### config.mk
export PLATFORM = sky130hd
export DESIGN_NAME = serial_adc_interface
export DESIGN_NICKNAME = d
export VERILOG_FILES = /design/src/common/adc_serial_pkg.sv /design/src/design/serial_adc_interface.sv
export VERILOG_INCLUDE_DIRS = /design/src /design/src/common
export SDC_FILE = /design/constraint.sdc
export NUM_CORES = 1
export LEC_CHECK = 0
export BUFFER_PORTS_ARGS = -buffer_cell sky130_fd_sc_hd__buf_2
export CAP_MARGIN = 15
export CORE_ASPECT_RATIO = 0.8
export CORE_UTILIZATION = 40
export DETAILED_ROUTE_END_ITERATION = 10
export GPL_ROUTABILITY_DRIVEN = 0
export GPL_TIMING_DRIVEN = 0
export PLACE_DENSITY_LB_ADDON = 0.1
export SYNTH_ARGS = -nofsm -noshare
export SYNTH_HDL_FRONTEND = slang
export SYNTH_SLANG_ARGS = --single-unit
export TNS_END_PERCENT = 30
### constraint.sdc
create_clock -name core_clk_in -period 6.3 [get_ports core_clk_in]
set_input_delay 0.63 -clock core_clk_in [delete_from_list [all_inputs] [get_ports core_clk_in]]
set_output_delay 0.63 -clock core_clk_in [all_outputs]
set_load 0.005 [all_outputs]
### src/common/adc_serial_defines.svh
// Purpose: Constants of the serial converter interface block.
// Assumes: Core clock of 200 MHz; control byte of eight bits.
// Notes:   Offsets are word indices on the plain register port.
// Function
// - Output data changes on falling serial clock; high impedance while select high.
// - Input data sampled on rising serial clock; host keeps it stable there.
// - Input ignored while select high; host holds select low while shifting.
// - Internal clock mode: strobe low at conversion start, high when done.
// - External clock mode: strobe high one serial period before MSB decision.
// - External clock mode: strobe high impedance while select high.
// - Each conversion yields a 12-bit result by successive approximation.
// - Acquisition window lasts three serial clock cycles.
// - Acquisition closes on falling edge after final control bit.
// - Conversion starts by switching hold capacitor to negative input.
// - Single-ended: selected input positive, negative tied to common return.
// - Differential: inputs taken from pair 0/1, 2/3, 4/5 or 6/7.
// - Three bits after start choose the input or input pair.
// - Tracking starts on falling edge after fifth control bit.
`ifndef ADC_SERIAL_DEFINES_SVH
`define ADC_SERIAL_DEFINES_SVH

//----------------------------------------
// Frame and result layout
//----------------------------------------
`define RESULT_BITS   12
`define CTRL_BITS     4'h8
`define TRACK_BIT     4'h5
`define ACQ_CYCLES    2'h3
`define MODE_INTERNAL 2'h2

//----------------------------------------
// Timing
//----------------------------------------
`define CORE_CLK_NS   5
`define INT_STEP_NS   100
`define INT_STEP_CYC  ((`INT_STEP_NS + `CORE_CLK_NS - 1) / `CORE_CLK_NS)

//----------------------------------------
// Register port map and reset values
//----------------------------------------
`define REG_STATUS    2'h0
`define REG_MASK      2'h1
`define REG_RESULT    2'h2
`define ST_DONE       0
`define ST_CTRL       1
`define MASK_RESET    2'h0

`endif

### src/common/adc_serial_pkg.sv
// Purpose: Types of the serial converter interface block.
// Assumes: Constants live in adc_serial_defines.svh.
// Notes:   States use explicit binary codes.
package adc_serial_pkg;

  //----------------------------------------
  // Frame sequencer states
  //----------------------------------------
  typedef enum logic [2:0] {
    ST_IDLE     = 3'b000,
    ST_CONTROL  = 3'b001,
    ST_STROBE   = 3'b010,
    ST_EXT_CONV = 3'b011,
    ST_INT_CONV = 3'b100,
    ST_INT_READ = 3'b101
  } state_t;

endpackage

### src/design/serial_adc_interface.sv
// Purpose: Serial control and result port of an eight-input 12-bit SAR converter.
// Assumes: Serial pins are sampled by the 200 MHz core clock.
// Notes:   Analog comparator decision arrives as an asynchronous level.
//
// Added by the designer: the plain strobed port and the register addresses.
`timescale 1ns/100ps
`default_nettype none
`include "adc_serial_defines.svh"

module serial_adc_interface
(
  // Clock, reset, enable
  input  wire logic        core_clk_in,
  input  wire logic        rst_in,
  input  wire logic        ce_in,
  // Serial pins
  input  wire logic        select_n_in,
  input  wire logic        sclk_in,
  input  wire logic        din_in,
  output logic             dout_out,
  output logic             dout_oe_n_out,
  output logic             conversion_strobe_out,
  output logic             conversion_strobe_oe_n_out,
  // Analog control
  input  wire logic        comparator_in,
  output logic [2:0]       pos_channel_out,
  output logic [2:0]       neg_channel_out,
  output logic             neg_to_common_out,
  output logic             track_out,
  output logic             hold_on_negative_out,
  output logic [11:0]      dac_code_out,
  output logic             polarity_select_out,
  // Register port
  input  wire logic [1:0]  reg_addr_in,
  input  wire logic [31:0] reg_wdata_in,
  input  wire logic        reg_wr_in,
  input  wire logic        reg_rd_in,
  output logic [31:0]      reg_rdata_out,
  output logic             irq_out
);

  //----------------------------------------
  // Pin synchronisers
  //----------------------------------------
  logic [3:0] sync_a;
  logic [3:0] sync_b;
  logic       sclk_prev;

  // Two stages; only sync_b is read by logic
  always_ff @(posedge core_clk_in or posedge rst_in)
    if (rst_in)
    begin
      sync_a    <= 4'hF;
      sync_b    <= 4'hF;
      sclk_prev <= 1'b1;
    end
    else if (ce_in)
    begin
      sync_a    <= {comparator_in, din_in, sclk_in, select_n_in};
      sync_b    <= sync_a;
      sclk_prev <= sync_b[1];
    end

  logic sel_hi;
  logic sclk_rise;
  logic sclk_fall;
  logic din_s;
  logic comp_s;

  assign sel_hi    = sync_b[0];
  assign sclk_rise = sync_b[1] & ~sclk_prev;
  assign sclk_fall = ~sync_b[1] & sclk_prev;
  assign din_s     = sync_b[2];
  assign comp_s    = sync_b[3];

  //----------------------------------------
  // Frame sequencer
  //----------------------------------------
  adc_serial_pkg::state_t state;
  logic [3:0]  bit_cnt;
  logic [6:0]  ctrl;
  logic        mode_int;
  logic [11:0] result;
  logic [11:0] out_shift;
  logic [3:0]  bit_idx;
  logic [4:0]  step_cnt;
  logic        sar_step;
  logic        sar_last;
  logic        done_evt;
  logic        ctrl_evt;

  localparam logic [4:0] STEP_LAST = 5'(`INT_STEP_CYC - 1);

  // Input pair decode: differential pairs differ only in bit 0
  function automatic logic [6:0] mux_decode(input logic [2:0] sel, input logic single);
    logic [2:0] pos;
    pos = {sel[1], sel[0], sel[2]};
    if (single)
      mux_decode = {pos, 3'h0, 1'b1};
    else
      mux_decode = {pos, pos ^ 3'h1, 1'b0};
  endfunction

  assign sar_last = (bit_idx == 4'h0);
  // One decision per falling edge in external mode, per tick internally
  assign sar_step = (!mode_int && sclk_fall && !sel_hi &&
                     (state == adc_serial_pkg::ST_STROBE || state == adc_serial_pkg::ST_EXT_CONV)) ||
                    (state == adc_serial_pkg::ST_INT_CONV && step_cnt == STEP_LAST);

  // Sequencer; select high aborts unless an internal conversion runs
  always_ff @(posedge core_clk_in or posedge rst_in)
    if (rst_in)
    begin
      state    <= adc_serial_pkg::ST_IDLE;
      bit_cnt  <= 4'h0;
      ctrl     <= 7'h00;
      mode_int <= 1'b0;
      done_evt <= 1'b0;
      ctrl_evt <= 1'b0;
      step_cnt <= 5'h00;
    end
    else if (ce_in)
    begin
      done_evt <= 1'b0;
      ctrl_evt <= 1'b0;
      if (sel_hi && state != adc_serial_pkg::ST_INT_CONV)
        state <= adc_serial_pkg::ST_IDLE;
      else
        case (state)
          adc_serial_pkg::ST_IDLE:
            if (sclk_rise && din_s)
            begin
              state   <= adc_serial_pkg::ST_CONTROL;
              bit_cnt <= 4'h1;
            end
          adc_serial_pkg::ST_CONTROL:
            if (sclk_rise && bit_cnt != `CTRL_BITS)
            begin
              ctrl    <= {ctrl[5:0], din_s};
              bit_cnt <= bit_cnt + 4'h1;
            end
            else if (sclk_fall && bit_cnt == `CTRL_BITS)
            begin
              ctrl_evt <= 1'b1;
              mode_int <= (ctrl[1:0] == `MODE_INTERNAL);
              step_cnt <= 5'h00;
              state    <= (ctrl[1:0] == `MODE_INTERNAL) ? adc_serial_pkg::ST_INT_CONV
                                                        : adc_serial_pkg::ST_STROBE;
            end
          adc_serial_pkg::ST_STROBE:
            if (sclk_fall)
              state <= adc_serial_pkg::ST_EXT_CONV;
          adc_serial_pkg::ST_EXT_CONV:
            if (sar_step && sar_last)
            begin
              done_evt <= 1'b1;
              state    <= adc_serial_pkg::ST_IDLE;
            end
          adc_serial_pkg::ST_INT_CONV:
          begin
            step_cnt <= (step_cnt == STEP_LAST) ? 5'h00 : step_cnt + 5'h01;
            if (sar_step && sar_last)
            begin
              done_evt <= 1'b1;
              bit_cnt  <= 4'h0;
              state    <= adc_serial_pkg::ST_INT_READ;
            end
          end
          adc_serial_pkg::ST_INT_READ:
            if (sclk_fall)
            begin
              bit_cnt <= bit_cnt + 4'h1;
              if (bit_cnt == 4'(`RESULT_BITS))
                state <= adc_serial_pkg::ST_IDLE;
            end
          default:
            state <= adc_serial_pkg::ST_IDLE;
        endcase
    end

  //----------------------------------------
  // Successive approximation
  //----------------------------------------
  // Trial bit stays when input is above the DAC level
  always_ff @(posedge core_clk_in or posedge rst_in)
    if (rst_in)
    begin
      dac_code_out <= 12'h800;
      bit_idx      <= 4'hB;
      result       <= 12'h000;
    end
    else if (ce_in)
    begin
      if (ctrl_evt)
      begin
        dac_code_out <= 12'h800;
        bit_idx      <= 4'hB;
      end
      else if (sar_step)
      begin
        dac_code_out[bit_idx] <= comp_s;
        if (!sar_last)
        begin
          dac_code_out[bit_idx - 4'h1] <= 1'b1;
          bit_idx                      <= bit_idx - 4'h1;
        end
        else
          result <= {dac_code_out[11:1], comp_s};
      end
    end

  //----------------------------------------
  // Track/hold and input multiplexer
  //----------------------------------------
  logic [6:0] mux_sel;
  assign mux_sel = mux_decode(ctrl[3:1], 1'b1);

  always_ff @(posedge core_clk_in or posedge rst_in)
    if (rst_in)
    begin
      track_out            <= 1'b0;
      hold_on_negative_out <= 1'b0;
      pos_channel_out      <= 3'h0;
      neg_channel_out      <= 3'h0;
      neg_to_common_out    <= 1'b1;
      polarity_select_out  <= 1'b1;
    end
    else if (ce_in)
    begin
      if (state == adc_serial_pkg::ST_CONTROL && sclk_fall && bit_cnt == `TRACK_BIT)
      begin
        track_out <= 1'b1;
        {pos_channel_out, neg_channel_out, neg_to_common_out} <= mux_sel;
      end
      // Sixth bit settles single-ended or differential before hold
      if (state == adc_serial_pkg::ST_CONTROL && sclk_rise && bit_cnt == 4'h5)
        {pos_channel_out, neg_channel_out, neg_to_common_out} <= mux_decode(ctrl[3:1], din_s);
      if (state == adc_serial_pkg::ST_CONTROL && sclk_rise && bit_cnt == 4'h4)
        polarity_select_out <= din_s;
      if (ctrl_evt)
      begin
        track_out            <= 1'b0;
        hold_on_negative_out <= 1'b1;
      end
      else if (done_evt || (sel_hi && state != adc_serial_pkg::ST_INT_CONV))
      begin
        hold_on_negative_out <= 1'b0;
        track_out            <= 1'b0;
      end
    end

  //----------------------------------------
  // Output pins
  //----------------------------------------
  // Data changes only on falling edges; strobe resets low
  always_ff @(posedge core_clk_in or posedge rst_in)
    if (rst_in)
    begin
      dout_out              <= 1'b0;
      out_shift             <= 12'h000;
      conversion_strobe_out <= 1'b0;
    end
    else if (ce_in)
    begin
      if (ctrl_evt)
        conversion_strobe_out <= (ctrl[1:0] != `MODE_INTERNAL);
      else if (state == adc_serial_pkg::ST_STROBE && sclk_fall)
        conversion_strobe_out <= 1'b0;
      else if (done_evt && mode_int) // Done pulse lands after the state has moved on
        conversion_strobe_out <= 1'b1;
      if (done_evt && mode_int)
        out_shift <= result;
      if (sar_step && !mode_int)
        dout_out <= comp_s;
      else if (sclk_fall && state == adc_serial_pkg::ST_INT_READ)
      begin
        dout_out  <= out_shift[11];
        out_shift <= {out_shift[10:0], 1'b0};
      end
      else if (sclk_fall && state == adc_serial_pkg::ST_IDLE)
        dout_out <= 1'b0;
    end

  // Data driver released while select is high; strobe driver released then only in external clock mode
  always_ff @(posedge core_clk_in or posedge rst_in)
    if (rst_in)
    begin
      dout_oe_n_out              <= 1'b1;
      conversion_strobe_oe_n_out <= 1'b1;
    end
    else if (ce_in)
    begin
      dout_oe_n_out              <= sel_hi;
      conversion_strobe_oe_n_out <= sel_hi && !mode_int;
    end

  //----------------------------------------
  // Register port and interrupt
  //----------------------------------------
  logic [1:0] status;
  logic [1:0] mask;

  // Status clears on read; a new event in that cycle wins
  always_ff @(posedge core_clk_in or posedge rst_in)
    if (rst_in)
    begin
      status        <= 2'h0;
      mask          <= `MASK_RESET;
      reg_rdata_out <= 32'h0000_0000;
    end
    else if (ce_in)
    begin
      status <= ((reg_rd_in && reg_addr_in == `REG_STATUS) ? 2'h0 : status) | {ctrl_evt, done_evt};
      if (reg_wr_in && reg_addr_in == `REG_MASK)
        mask <= reg_wdata_in[1:0];
      reg_rdata_out <= 32'h0000_0000;
      if (reg_rd_in)
        case (reg_addr_in)
          `REG_STATUS: reg_rdata_out <= {30'h0, status};
          `REG_MASK:   reg_rdata_out <= {30'h0, mask};
          `REG_RESULT: reg_rdata_out <= {13'h0, ctrl, result};
          default:     reg_rdata_out <= 32'h0000_0000;
        endcase
    end

  assign irq_out = |(status & mask);

  //----------------------------------------
  // Assertions
  //----------------------------------------
  logic [1:0] acq_cnt;

  // Falling edges seen while tracking
  always_ff @(posedge core_clk_in or posedge rst_in)
    if (rst_in)
      acq_cnt <= 2'h0;
    else if (ce_in)
      acq_cnt <= !track_out ? 2'h0 : (sclk_fall ? acq_cnt + 2'h1 : acq_cnt);
endmodule // serial_adc_interface

`default_nettype wire

==> flow_metrics.tcl <==
set metrics [dict create \
    clockBufferDepth 2 \
    placementRows 37 \
    holdWs_ns 0.346 \
    core_mm2 0.0131 \
    critPathArrivalTime_ns 2.65 \
    fin_nets 677 \
    cts-hold-fix-buffers 0 \
    regToRegSetupSlack_ns 3.89 \
    routed_wirelength_um 13200 \
    cts_sinks 108 \
    diodes 0 \
    relSlewSlack_pct 57.0 \
    rr_endpoint "state[0]$_DFFE_PP0P_" \
    antenna_left 0 \
    viasPerCell 5.33 \
    placed_area_mm2 0.00609 \
    cts-resized-gates 0 \
    hold_viol 0 \
    swShare_pct 33.8 \
    final_cells 806 \
    critPathRequiredTime_ns 6.53 \
    grt_max_degree 64 \
    rsz0062_at_grt "no" \
    synth-edff-count 0 \
    comb_power_share_pct 26.6 \
    portBuffers 58 \
    syn_avg_cell_area_um2 10.1 \
    async_reset_ff_share_pct 100 \
    ys_ff_latch 108 \
    setup_tns_ns 0 \
    numCtsBuffers 9 \
    grt_overflow_total 0 \
    cts_root_buffer "clkbuf_16" \
    period_needed_ns 2.41 \
    gr-usage-all-layers_pct 19.9 \
    p_int_mw 1.30 \
    drc 0 \
    yosys_warnings 0 \
    synth_area_mm2 0.00551 \
    status "complete, no violations" \
    synthFlopType "dfrtp_1" \
    cp-end-kind "flip-flop" \
    die_x_um 133 \
    slew_violations 0 \
    setup_violations 0 \
    max_freq_ghz 0.415 \
    design_area_mm2 0.00639 \
    start_util_pct 41.9 \
    p_switching_mw 0.663 \
    grt_pass1_wl_um 22100 \
    grt_pass1_vias 4192 \
    startpoint "bit_idx[0]$_DFFE_PP1P_" \
    worstSkewPairLatency_ns 0.35 \
    maxCapViolations 0 \
    r2r_cells 7 \
    io_pins 102 \
    path_max_fanout 6 \
    power_frac_seq_pct 44.8 \
    period_share_pct 38.3 \
    worstMarginPinSlew_ns 0.645 \
    dpl.cell_count 790 \
    startpoint_type "flip-flop" \
    hpwlAfterDp_um 9730 \
    die_h_um 107 \
    synth_cell_type_count 66 \
    die-area_mm2 0.0143 \
    area_delta_synth_final_pct 16.0 \
    cts_setup_buffers 0 \
    htree_levels 3 \
    hold_path_class "in -> async" \
    utilization_pct 48.6 \
    initialDrtViolationCount 214 \
    r2r_start "bit_idx[0]$_DFFE_PP1P_" \
    drtPass1Iterations 4 \
    clock_skew_ns 0.00924 \
    syn_inst 544 \
    ir_drop_mv 0.169 \
    drive_above_1_share_pct 24.9 \
    cts_tree "built" \
    vias 4295 \
    powerDensity_mw_per_mm2 307 \
    antenna_found_initial 0 \
    seq_area_frac_synth_pct 49.4 \
    p_leak_nw 3.16 \
    routedWlPerCell_um 16.3 \
    worstSetupPathType "reg -> reg" \
    power.clock.fraction_pct 28.6 \
    clk_transition_reported_paths_ns 0.08 \
]
-- worst max-delay path, cell delays in order (launching register included) --
cell and delay [ns]:
dfstp_2 0.39, inv_1 0.11, ha_1 0.29, or3b_1 0.42, o311ai_1 0.29, o311ai_1 0.20, or2_4 0.31, mux2_4 0.29
-- stage by stage --
stage                     power (mW)  worst slack (ns)
after floorplan                 1.26              2.85
after global routing            2.09              3.76
after detailed placement        1.41              3.72
final                           1.96              3.89
after CTS                       1.98              3.88
after global placement          1.40              1.56
-- cells in the mapped netlist (all sizes together), types with 3 or more instances --
master / number / share of area, %
a221o: 3 / 0.54
o22ai: 10 / 1.1
nand3: 12 / 1.2
mux2: 34 / 7.5
a22o: 25 / 4.0
nor3b: 5 / 0.98
a31oi: 6 / 0.68
ha: 8 / 1.8
a21oi: 21 / 1.9
a21o: 3 / 0.41
o21ai: 25 / 2.3
inv: 22 / 1.5
mux2i: 6 / 1.1
dfstp: 17 / 8.1
nor2: 50 / 3.5
nor3: 28 / 2.5
a32oi: 6 / 1.1
dfrtp: 91 / 41
buf: 25 / 3.0
a32o: 5 / 0.93
nor2b: 12 / 1.4
o31ai: 3 / 0.41
clkbuf: 22 / 1.5
nand2: 47 / 3.2
o211ai: 3 / 0.41
nand4: 6 / 0.68
nand2b: 10 / 1.1
-- layout make-up --
type	instances	area [um2]
tap	175	219
fill	1263	6760
timing repair buffer	59	318
clock inverter	7	71.3
inverter	22	85.1
buffer	47	248
clock buffer	9	225
multi-input combinational	379	2500
sequential	108	2720
-- cell families after synthesis --
logic type | Yosys count | synth area share (%)
buffers and inverters | 69 | 5.99
adders and majority gates | 8 | 1.82
xor gates and xnor gates | 4 | 0.636
and+or+nand+nor | 190 | 17.3
muxes | 40 | 8.58
AOI/OAI and AO/OA | 124 | 16.1
DFF | 108 | 49.4
other | 1 | 0.0681
-- placed cells by master, fill, tap and decap left out, types with 8 or more instances in the layout --
cell type / netlist / layout
buf_4: 17 / 17
nor2b_1: 12 / 12
inv_1: 22 / 21
buf_2: 5 / 63
clkbuf_1: 21 / 21
dfrtp_1: 91 / 91
dfstp_2: 17 / 17
conb_1: 1 / 13
nand2b_1: 10 / 10
a22o_1: 25 / 25
o21ai_0: 20 / 20
nor2_1: 49 / 49
clkbuf_16: 0 / 9
o22ai_1: 10 / 10
a21oi_1: 21 / 21
mux2_4: 8 / 8
nand2_1: 47 / 47
mux2_2: 22 / 22
nor3_1: 28 / 28
ha_1: 8 / 8
nand3_1: 11 / 11
-- worst max path at each step --
stage                     cells after the start                     endpoint
after global routing                          7         state[1]$_DFFE_PP0P_
final                                         7         state[0]$_DFFE_PP0P_
after CTS                                     7         state[1]$_DFFE_PP0P_
after detailed placement                      7     out_shift[6]$_DFFE_PP0P_
after global placement                        2  dac_code_out[0]$_DFFE_PP0P_
after floorplan                               1       bit_cnt[0]$_DFFE_PP0P_
-- state kept, by name, summed over array words and instances (netlist names), 3 cells and up --
signal	flops
reg_rdata_out	19
dac_code_out	12
out_shift	12
result	12
ctrl	7
step_cnt	5
bit_cnt	4
bit_idx	4
sync_a	4
sync_b	4
neg_channel_out	3
pos_channel_out	3
state	3
-- per-layer routing --
layer  wire length, um  track usage, %  share of wire [%]
met3               524            4.35                4.0
met5                 0               0                  0
met1              6790            29.1                 52
met2              5770            29.9                 44
met4                89            4.63               0.68
-- power groups by stage --
stage	clock, mW	sequential (mW)	combinational, mW
2_1_floorplan	0	0.873	0.384
3_3_place_gp	0	0.889	0.511
3_5_place_dp	0	0.891	0.520
4_1_cts	0.575	0.880	0.521
5_1_grt	0.604	0.895	0.592
6_report	0.561	0.879	0.521
No activity file was read; power rests on OpenSTA's default activity.
